File: config.mk
export PLATFORM = sky130hd
export DESIGN_NAME = mfs_status
export DESIGN_NICKNAME = d
export VERILOG_FILES = /design/src/design/mfs_status.v
export VERILOG_INCLUDE_DIRS = /design/src /design/src/design
export SDC_FILE = /design/constraint.sdc
export NUM_CORES = 1
export LEC_CHECK = 0
export BUFFER_PORTS_ARGS = -buffer_cell sky130_fd_sc_hd__buf_2
export CAP_MARGIN = 15
export CORE_ASPECT_RATIO = 0.5
export CORE_MARGIN = 4
export CORE_UTILIZATION = 40
export DETAILED_ROUTE_END_ITERATION = 8
export PLACE_DENSITY = 0.77
export SETUP_SLACK_MARGIN = 0.15
export SYNTH_ARGS = -nofsm -noshare
export SYNTH_HDL_FRONTEND = slang
export SYNTH_SLANG_ARGS = --single-unit
File: constraint.sdc
create_clock -name clk_sys -period 3.84 [get_ports clk_sys]
set_clock_uncertainty 0.2 [all_clocks]
set_input_delay 0.384 -clock clk_sys [delete_from_list [all_inputs] [get_ports clk_sys]]
set_output_delay 0.384 -clock clk_sys [all_outputs]
set_load 0.02 [all_outputs]
File: src/design/mfs_map.vh
`ifndef MFS_MAP_VH
`define MFS_MAP_VH
// Register addresses of the two fault status registers.
`define MFS_ADDR_STATUS1 8'h41
`define MFS_ADDR_STATUS2 8'h42
// Reset values.
`define MFS_RST_STATUS1 8'h00
`define MFS_RST_STATUS2 8'h00
// First status register fields.
`define MFS_S1_V25 0
`define MFS_S1_CORE 1
`define MFS_S1_V33 2
`define MFS_S1_V5 3
`define MFS_S1_ZONE1 4
`define MFS_S1_ZONE2 5
`define MFS_S1_ZONE3 6
`define MFS_S1_SUMMARY 7
// Second status register fields.
`define MFS_S2_V12 0
`define MFS_S2_RSVD 1
`define MFS_S2_FAN_LO 2
`define MFS_S2_DIODE1 6
`define MFS_S2_DIODE2 7
`endif

File: src/design/mfs_status.v
`timescale 1ns/1ps
`include "mfs_map.vh"
module mfs_status (
  input wire clk_sys,
  input wire rst,
  input wire clk_en,
  input wire [7:0] reg_addr,
  input wire reg_rd,
  input wire reg_wr,
  input wire [7:0] reg_wdata,
  output reg [7:0] reg_rdata,
  input wire [7:0] v25_value,
  input wire [7:0] v25_low,
  input wire [7:0] v25_high,
  input wire [7:0] core_supply_input,
  input wire [7:0] core_low,
  input wire [7:0] core_high,
  input wire [7:0] v33_value,
  input wire [7:0] v33_low,
  input wire [7:0] v33_high,
  input wire [7:0] v5_value,
  input wire [7:0] v5_low,
  input wire [7:0] v5_high,
  input wire [7:0] v12_value,
  input wire [7:0] v12_low,
  input wire [7:0] v12_high,
  input wire [7:0] diode_one_temp,
  input wire [7:0] zone_one_low,
  input wire [7:0] zone_one_high,
  input wire [7:0] die_temp,
  input wire [7:0] zone_two_low,
  input wire [7:0] zone_two_high,
  input wire [7:0] diode_two_temp,
  input wire [7:0] zone_three_low,
  input wire [7:0] zone_three_high,
  input wire [63:0] speed_count,
  input wire [63:0] speed_minimum,
  input wire diode_one_fault,
  input wire diode_two_fault,
  output reg [7:0] fault_status1,
  output reg [7:0] fault_status2
);
  // Live fault conditions, one wire per comparison so each limit edge stays visible.
  wire v25_under;
  wire v25_over;
  wire core_under;
  wire core_over;
  wire v33_under;
  wire v33_over;
  wire v5_under;
  wire v5_over;
  wire v12_under;
  wire v12_over;
  wire zone_one_under;
  wire zone_one_over;
  wire zone_two_under;
  wire zone_two_over;
  wire zone_three_under;
  wire zone_three_over;
  wire zone_one_limit_flag;
  wire zone_two_limit_flag;
  wire zone_three_limit_flag;
  wire diode_one_fault_flag;
  wire diode_two_fault_flag;
  wire fan_one_stall_flag;
  wire fan_two_stall_flag;
  wire fan_three_stall_flag;
  wire fan_four_stall_flag;
  wire [3:0] fan_live;
  wire [7:0] live1;
  wire [7:0] live2;
  wire rd1;
  wire rd2;
  wire rd_other;
  wire [7:0] s1_d;
  wire [7:0] s2_d;
  wire [7:0] rdata_d;

  // Voltage windows.
  // On these four rails a reading equal to the low limit already counts as a fault.
  assign v25_under = (v25_value <= v25_low);
  assign v25_over = (v25_value > v25_high);
  assign core_under = (core_supply_input <= core_low);
  assign core_over = (core_supply_input > core_high);
  assign v33_under = (v33_value <= v33_low);
  assign v33_over = (v33_value > v33_high);
  assign v5_under = (v5_value <= v5_low);
  assign v5_over = (v5_value > v5_high);

  // Strict 12V window.
  // Unlike the other rails, a 12V reading equal to its low limit is still in range.
  assign v12_under = (v12_value < v12_low);
  assign v12_over = (v12_value > v12_high);

  // Signed zone compares.
  // Limits below zero degrees would look huge if compared unsigned.
  // Zone one and zone two windows.
  assign zone_one_under = ($signed(diode_one_temp) <= $signed(zone_one_low));
  assign zone_one_over = ($signed(diode_one_temp) > $signed(zone_one_high));
  assign zone_two_under = ($signed(die_temp) <= $signed(zone_two_low));
  assign zone_two_over = ($signed(die_temp) > $signed(zone_two_high));
  // Zone three window.
  // Zone three uses its own low limit, so the three zones stay independent.
  assign zone_three_under = ($signed(diode_two_temp) <= $signed(zone_three_low));
  assign zone_three_over = ($signed(diode_two_temp) > $signed(zone_three_high));

  assign diode_one_fault_flag = diode_one_fault;
  assign diode_two_fault_flag = diode_two_fault;

  // A broken diode gives a meaningless reading, so its zone is flagged as well.
  assign zone_one_limit_flag = zone_one_under | zone_one_over | diode_one_fault_flag;
  assign zone_two_limit_flag = zone_two_under | zone_two_over;
  assign zone_three_limit_flag = zone_three_under | zone_three_over | diode_two_fault_flag;

  // Speed stall compare.
  // A slow fan gives a long period, so a count above the minimum means a stall.
  genvar g;
  generate
    for (g = 0; g < 4; g = g + 1) begin : g_fan
      assign fan_live[g] = (speed_count[16*g +: 16] > speed_minimum[16*g +: 16]);
    end
  endgenerate

  assign fan_one_stall_flag = fan_live[0];
  assign fan_two_stall_flag = fan_live[1];
  assign fan_three_stall_flag = fan_live[2];
  assign fan_four_stall_flag = fan_live[3];

  assign live1[`MFS_S1_V25] = v25_under | v25_over;
  assign live1[`MFS_S1_CORE] = core_under | core_over;
  assign live1[`MFS_S1_V33] = v33_under | v33_over;
  assign live1[`MFS_S1_V5] = v5_under | v5_over;
  assign live1[`MFS_S1_ZONE1] = zone_one_limit_flag;
  assign live1[`MFS_S1_ZONE2] = zone_two_limit_flag;
  assign live1[`MFS_S1_ZONE3] = zone_three_limit_flag;
  // The summary bit has no live source of its own; it follows register two.
  assign live1[`MFS_S1_SUMMARY] = 1'b0;

  assign live2[`MFS_S2_V12] = v12_under | v12_over;
  assign live2[`MFS_S2_RSVD] = 1'b0;
  assign live2[`MFS_S2_FAN_LO] = fan_one_stall_flag;
  assign live2[`MFS_S2_FAN_LO + 1] = fan_two_stall_flag;
  assign live2[`MFS_S2_FAN_LO + 2] = fan_three_stall_flag;
  assign live2[`MFS_S2_FAN_LO + 3] = fan_four_stall_flag;
  assign live2[`MFS_S2_DIODE1] = diode_one_fault_flag;
  assign live2[`MFS_S2_DIODE2] = diode_two_fault_flag;

  // Writes are not decoded.
  // A read strobe that comes with a write strobe is dropped whole, so it neither
  // clears flags nor disturbs the read data.
  assign rd1 = reg_rd & ~reg_wr & (reg_addr == `MFS_ADDR_STATUS1);
  assign rd2 = reg_rd & ~reg_wr & (reg_addr == `MFS_ADDR_STATUS2);
  assign rd_other = reg_rd & ~reg_wr & ~rd1 & ~rd2;

  // Independent flags.
  // Each flag except the summary and reserved bits is its own latch, so a read never loses a fault that is live at that edge.
  genvar b;
  generate
    for (b = 0; b < 8; b = b + 1) begin : g_flag
      if (b == `MFS_S1_SUMMARY) begin : g_sum
        assign s1_d[b] = (|s2_d) | live1[b];
      end else begin : g_one
        assign s1_d[b] = (fault_status1[b] & ~rd1) | live1[b];
      end
      if (b == `MFS_S2_RSVD) begin : g_rsvd
        assign s2_d[b] = live2[b];
      end else begin : g_two
        assign s2_d[b] = (fault_status2[b] & ~rd2) | live2[b];
      end
    end
  endgenerate

  // Read data shows the value before any clear takes effect, and holds between reads.
  assign rdata_d = rd1 ? fault_status1 :
    rd2 ? fault_status2 :
    rd_other ? 8'h00 : reg_rdata;

  always @(posedge clk_sys) begin
    if (rst) begin
      fault_status1 <= `MFS_RST_STATUS1;
    end else if (clk_en) begin
      fault_status1 <= s1_d;
    end
  end

  always @(posedge clk_sys) begin
    if (rst) begin
      fault_status2 <= `MFS_RST_STATUS2;
    end else if (clk_en) begin
      fault_status2 <= s2_d;
    end
  end

  // With the enable low the read is not taken at all, so no flag is cleared unseen.
  always @(posedge clk_sys) begin
    if (rst) begin
      reg_rdata <= 8'h00;
    end else if (clk_en) begin
      reg_rdata <= rdata_d;
    end
  end
endmodule

==> impl_metrics.py, run 1 <==
metrics = {
    "finish": {
        "layout.cells.non_filler": 1314,
        "area_growth_pct": 36.9,
        "final_nets": 1656,
        "drive_gt1_frac": 0.324,
        "final.fill_count": 1316,
    },
    "routing": {
        "wl_per_cell_um": 14.1,
        "drc_errors": 0,
        "vias": 6596,
        "dr.pass1.iters": 4,
        "viasPerCell": 5.02,
        "wl_mm": 18.6,
        "antenna_left": 0,
        "first_iter_violations": 268,
    },
    "synthesis": {
        "async_flop_share": 0,
        "syn_nets": 1299,
        "synth_top_flop_cell": "dfxtp_1",
        "netlist_area_um2": 5650,
        "ys_types": 46,
        "syn_inst": 765,
        "synth-seq-cells": 23,
        "synth_edf_count": 0,
        "ys_warn_count": 0,
        "ys_seq_area_frac": 0.0815,
        "syn_avg_cell_area_um2": 7.39,
    },
    "timing": {
        "post-route-period-util": 0.637,
        "setup-tns-final_ps": 0,
        "worst_hold_slack_ps": 271,
        "worst_pin_slew_ps": 717,
        "max-slew-margin-rel": 0.520,
        "finalCriticalPeriod_ps": 2440,
        "drv_slew": 0,
        "hold_viol_final": 0,
        "fmax_mhz": 409,
        "rsz0062_at_grt": "no",
        "setup_violations": 0,
    },
    "power_and_ir_drop": {
        "combPwrFrac": 0.601,
        "vdd_drop_max_mv": 0.177,
        "power.total_mw": 1.23,
        "intPower_mw": 0.765,
        "pwr-share-seq": 0.222,
        "leakage_nw": 4.97,
        "swShare": 0.380,
        "clock_power_share": 0.177,
        "powerDensity_nw_per_um2": 160,
        "power_switching_mw": 0.470,
    },
    "hold_path": {
        "holdPathEnd": "fault_status1[3]",
        "hold-path-cell-count": 1,
        "min_from": "fault_status1[3]",
        "hold_class": "reg2reg",
    },
    "worst_setup_path": {
        "slowest_delay_ps": 390,
        "r2r_cells": 5,
        "cp-end-kind": "flip-flop",
        "crit_chain": "buf_2, ha_1, a21o_1, a21o_1, a2111o_1, a211o_1, a21boi_1, nor4_1, a31oi_1",
        "critical_path_class": "in2reg",
        "ff2ff_setup_slack_ps": 1960,
        "crit_top_cell": "a21o_1",
        "cp_slowest_cell": "a2111o_1",
        "cp_data_required_time_ps": 3750,
        "cp_max_fo": 2,
        "arrival_ps": 2360,
        "cp-start-kind": "input pin",
        "reg2reg_from": "fault_status2[2]",
        "r2r-end": "fault_status1[7]",
    },
    "placed_design": {
        "gp_congestion": 0.921,
        "io_buffers": 357,
        "post-dp-hpwl_mm": 17.3,
        "dp.cells": 1309,
    },
    "clock_tree": {
        "cts_setup_buffers": 0,
        "hold_buffers": 0,
        "cts_inserted_buffers": 3,
        "cts-htree-levels": 1,
        "cts.sinks": 23,
        "root_buffer": "clkbuf_16",
        "cts_resized": 0,
        "clk_pin_slew_worst_paths_ps": 60,
        "cts_buffer_depth": 2,
        "clk_latency_ps": 250,
        "cts_tree": "done",
    },
    "grt": {
        "grt_max_degree": 21,
        "grt_first_pass_wirelength_mm": 28.7,
        "track_usage": 0.211,
        "grt_pass1_vias": 6576,
        "grt_overflow": 0,
        "antenna_found_initial": 1,
    },
    "run": {
        "max_cap_viol_count": 0,
    },
    "die": {
        "die_area_um2": 16200,
        "die_h_um": 92.0,
        "start_util": 0.412,
        "core_um2": 13700,
        "boundaryPins": 367,
        "die_w_um": 176,
        "rows": 30,
    },
    "outcome": {
        "outcome": "finished clean",
    },
}
==> synth_stat cells (all sizes together), types with 2 or more instances <==
library cell | number | area [µm²]
a22oi | 6 | 45.0
nand3 | 20 | 100
a311o | 2 | 20.0
clkbuf | 4 | 15.0
o21bai | 2 | 15.0
a21o | 37 | 278
a21oi | 65 | 325
nor3b | 2 | 25.0
nor2b | 12 | 75.1
inv | 193 | 724
a2111oi | 2 | 17.5
a32oi | 5 | 43.8
o21a | 4 | 30.0
nand2 | 30 | 113
o21ai | 36 | 180
a221oi | 7 | 61.3
a211oi | 2 | 15.0
nor2 | 35 | 131
o22ai | 7 | 43.8
and4 | 4 | 35.0
a21boi | 2 | 15.0
ha | 191 | 2390
o211ai | 9 | 67.6
nand4 | 25 | 156
nor4 | 6 | 37.5
and3 | 4 | 25.0
a31oi | 2 | 12.5
nor3 | 9 | 45.0
dfxtp | 23 | 460
nand2b | 4 | 25.0
==> cells by family (layout without fill, tap and decap cells) <==
| kind of cell | after synthesis | after routing | synth area share |
|---|---|---|---|
| buffers and inverters | 198 | 554 | 0.132 |
| flip-flops | 23 | 23 | 0.0815 |
| AND/OR/NAND/NOR | 156 | 156 | 0.142 |
| adder cells (fa/ha/maj) | 191 | 191 | 0.423 |
| other | 1 | 2 | 0.000664 |
| multiplexers | 1 | 1 | 0.00199 |
| AO/OA/AOI/OAI | 195 | 195 | 0.218 |
==> worst max path at each step <==
stage,from,cells after the start,slack (ps),endpoint
after floorplan,speed_minimum[13],9,1440,fault_status1[7]
after global placement,speed_count[13],9,1180,fault_status1[7]
after detailed placement,speed_count[13],9,1120,fault_status1[7]
after CTS,speed_count[13],9,1370,fault_status1[7]
after global routing,speed_count[13],9,1280,fault_status1[7]
final,speed_count[13],9,1400,fault_status1[7]
==> cell usage in the layout, fill, tap and decap left out, types with 3 or more instances in the layout <==
master	instances
buf_2	357
inv_1	193
ha_1	191
a21oi_1	65
a21o_1	37
o21ai_0	36
nor2_1	35
nand2_1	30
nand4_1	25
dfxtp_1	23
nand3_1	20
nor2b_1	12
o211ai_1	9
nor3_1	9
o22ai_1	7
a221oi_1	7
nor4_1	6
a22oi_1	6
a32oi_1	5
nand2b_1	4
o21a_1	4
and4_1	4
and3_1	4
clkbuf_16	3
==> critical path, delay by kind of cell <==
family | cells | cell delay, ps
AOI/OAI and AO/OA | 6 | 1220
adders and majority gates | 1 | 300
and+or+nand+nor | 1 | 340
buffers and inverters | 1 | 100
==> power groups by stage <==
| stage | sequential (mW) | clock [mW] | combinational [mW] |
|---|---|---|---|
| 6_report | 0.274 | 0.218 | 0.742 |
| 5_1_grt | 0.276 | 0.230 | 0.848 |
| 4_1_cts | 0.274 | 0.223 | 0.747 |
| 3_5_place_dp | 0.279 | 0 | 0.742 |
| 3_3_place_gp | 0.279 | 0 | 0.710 |
| 2_1_floorplan | 0.300 | 0 | 0.395 |
==> final cells by class <==
type	count	area, µm²	area share
multi-input combinational	544	4440	0.574
timing repair buffer	357	1790	0.231
inverter	193	724	0.0936
sequential	23	460	0.0595
tap	192	240	0.0311
clock buffer	4	78.8	0.0102
antenna	1	2.50	0.000323
==> layer usage <==
layer,track usage,share of wire
met5,0,0
met1,0.235,0.41
met3,0.0297,0.058
met2,0.418,0.51
met4,0.0584,0.025
==> flip-flops by register name, summed over array words and instances (netlist names) <==
name / cells
fault_status1: 8
reg_rdata: 8
fault_status2: 7
==> metrics by stage <==
step	area (µm²)	setup WS, ps	util
5_1_grt	7740	1280	0.565
4_1_cts	7730	1370	0.564
3_5_place_dp	7650	1120	0.559
6_report	7740	1400	0.565
3_3_place_gp	7650	1180	0.559
2_1_floorplan	5650	1440	-
No activity file was read; power rests on OpenSTA's default activity.
==> run 2, diff against run 1 <==
- clock period: 3.84 -> 2.3 ns (I/O delays scaled with it)
==> run 2 against run 1 <==
  * Count of clock-buffer cells in the layout fell by 1
  * Sequential share of layout area barely moved
  * Via count fell by 0.58%
  * Flip-flop and latch count did not move
  * Final cell count rose by 0.15%
  * Cell area rose by 0.78%
  * Critical endpoint unchanged
  * Largest cell class unchanged
==> impl_metrics.py, run 2 (same netlist as run 1, synthesis figures left out) <==
metrics = {
    "grt": {
        "grt_first_pass_wirelength_mm": 29.7,
        "grt_max_degree": 21,
        "antenna_found_initial": 0,
        "grt_pass1_vias": 6678,
        "track_usage": 0.217,
        "grt_overflow": 0,
    },
    "timing": {
        "setup_violations": 0,
        "drv_slew": 0,
        "hold_viol_final": 0,
        "post-route-period-util": 0.895,
        "rsz0062_at_grt": "yes",
        "fmax_mhz": 486,
        "worst_pin_slew_ps": 479,
        "finalCriticalPeriod_ps": 2060,
        "max-slew-margin-rel": 0.672,
    },
    "worst_setup_path": {
        "slowest_delay_ps": 350,
        "cp_slowest_cell": "a2111o_1",
        "cp_max_fo": 2,
        "path_delay_family": "compound AO/OA/AOI/OAI gates",
        "path_buf_inv": 2,
        "critical_path_class": "in2reg",
        "cp-end-kind": "flip-flop",
        "crit_chain": "buf_4, inv_12, ha_4, a21o_1, a21o_1, a2111o_1, a211o_1, a21boi_2, nor4_2, a31oi_1",
        "arrival_ps": 1990,
        "cp-start-kind": "input pin",
        "cp_data_required_time_ps": 2230,
        "crit_top_cell": "a21o_1",
    },
    "power_and_ir_drop": {
        "swShare": 0.385,
        "power.total_mw": 2.08,
        "pwr-share-seq": 0.222,
        "intPower_mw": 1.28,
        "combPwrFrac": 0.597,
        "power_switching_mw": 0.799,
        "clock_power_share": 0.182,
        "vdd_drop_max_mv": 0.225,
        "leakage_nw": 4.99,
        "powerDensity_nw_per_um2": 267,
    },
    "outcome": {
        "outcome": "finished clean",
    },
    "routing": {
        "first_iter_violations": 192,
        "viasPerCell": 4.98,
        "dr.pass1.iters": 4,
        "wl_mm": 18.8,
        "antenna_left": 0,
        "wl_per_cell_um": 14.3,
        "drc_errors": 0,
        "vias": 6558,
    },
    "finish": {
        "top_regs": "fault_status1: 8 flops, reg_rdata: 8 flops, fault_status2: 7 flops",
        "diodes": 0,
        "final.fill_count": 1315,
        "final_common_cell": "buf_2",
        "final-seq-area_um2": 460,
        "multi_input_area_um2": 4470,
        "final_nets": 1659,
        "final_util": 0.569,
        "drive_gt1_frac": 0.330,
        "area_growth_pct": 38.0,
        "mostFrequentLayoutCells": "356 x buf_2, 192 x inv_1, 190 x ha_1, 65 x a21oi_1, 37 x a21o_1",
    },
    "placed_design": {
        "io_buffers": 357,
        "post-dp-hpwl_mm": 17.4,
        "gp_congestion": 0.903,
    },
    "die": {
        "die_w_um": 176,
        "die_h_um": 92.0,
        "core_um2": 13700,
        "die_area_um2": 16200,
        "rows": 30,
        "boundaryPins": 367,
        "start_util": 0.412,
    },
    "clock_tree": {
        "cts-htree-levels": 1,
        "cts_inserted_buffers": 3,
        "clk_pin_slew_worst_paths_ps": 60,
        "cts_buffer_depth": 2,
        "clk_latency_ps": 250,
        "cts.sinks": 23,
        "root_buffer": "clkbuf_16",
        "cts_tree": "done",
    },
    "hold_path": {
        "hold_class": "in2reg",
    },
    "run": {
        "max_cap_viol_count": 0,
    },
}
-- run 2: layer usage --
layer	up-vias	routed length, µm	GRT usage
met1	2943	7950	0.261
met3	28	1050	0.0301
met5	-	0	0
met4	0	375	0.0545
met2	180	9430	0.407
li1	3407	-	-
-- run 2: repair_timing --
| action | CTS | global route |
|---|---|---|
| setup buffers | 0 | 0 |
| pin swaps | 1 | 0 |
| resized for setup | 1 | 2 |
| hold buffers | 0 | 0 |
| endpoints found under the setup margin | 1 | 2 |
-- run 2: through the flow --
step                      area [µm²]  instances  worst slack, ps  TNS, ps  hold slack, ps
after global placement          7710       1312             -142     -142             264
after global routing            7800       1316              160        0             132
after floorplan                 5680        765              147        0             197
final                           7800       1316              242        0             109
after CTS                       7790       1316              179        0             111
after detailed placement        7710       1312             -186     -209             273
-- run 2: path summary, 6_finish.rpt --
path / startpoint / to / slack, ps / cells after the start
worst min-delay path: diode_one_fault / fault_status2[6] / 110 / 3
worst max register to register: fault_status2[2] / fault_status1[7] / 420 / 5
worst max-delay path: speed_minimum[13] / fault_status1[7] / 240 / 10
worst min register to register: fault_status1[1] / fault_status1[1] / 280 / 2
-- run 2: cell type report --
type	instances	share of cell area
clock inverters	1	0.000642
inverters	193	0.0945
flip-flops and latches	23	0.0591
repair buffers	360	0.232
multi-input cells	544	0.573
clock buffers	3	0.00963
well taps	192	0.0308
-- run 2: tightest hold or removal path, cell delays in order --
cell,delay [ps]
buf_2,110
a22oi_1,80
nor2_1,100
-- run 2: power by group through the flow --
stage	sequential, mW	combinational (mW)	clock (mW)
final	0.461	1.24	0.378
after floorplan	0.501	0.663	0
after detailed placement	0.469	1.24	0
after global placement	0.468	1.19	0
after CTS	0.461	1.25	0.386
after global routing	0.465	1.43	0.414
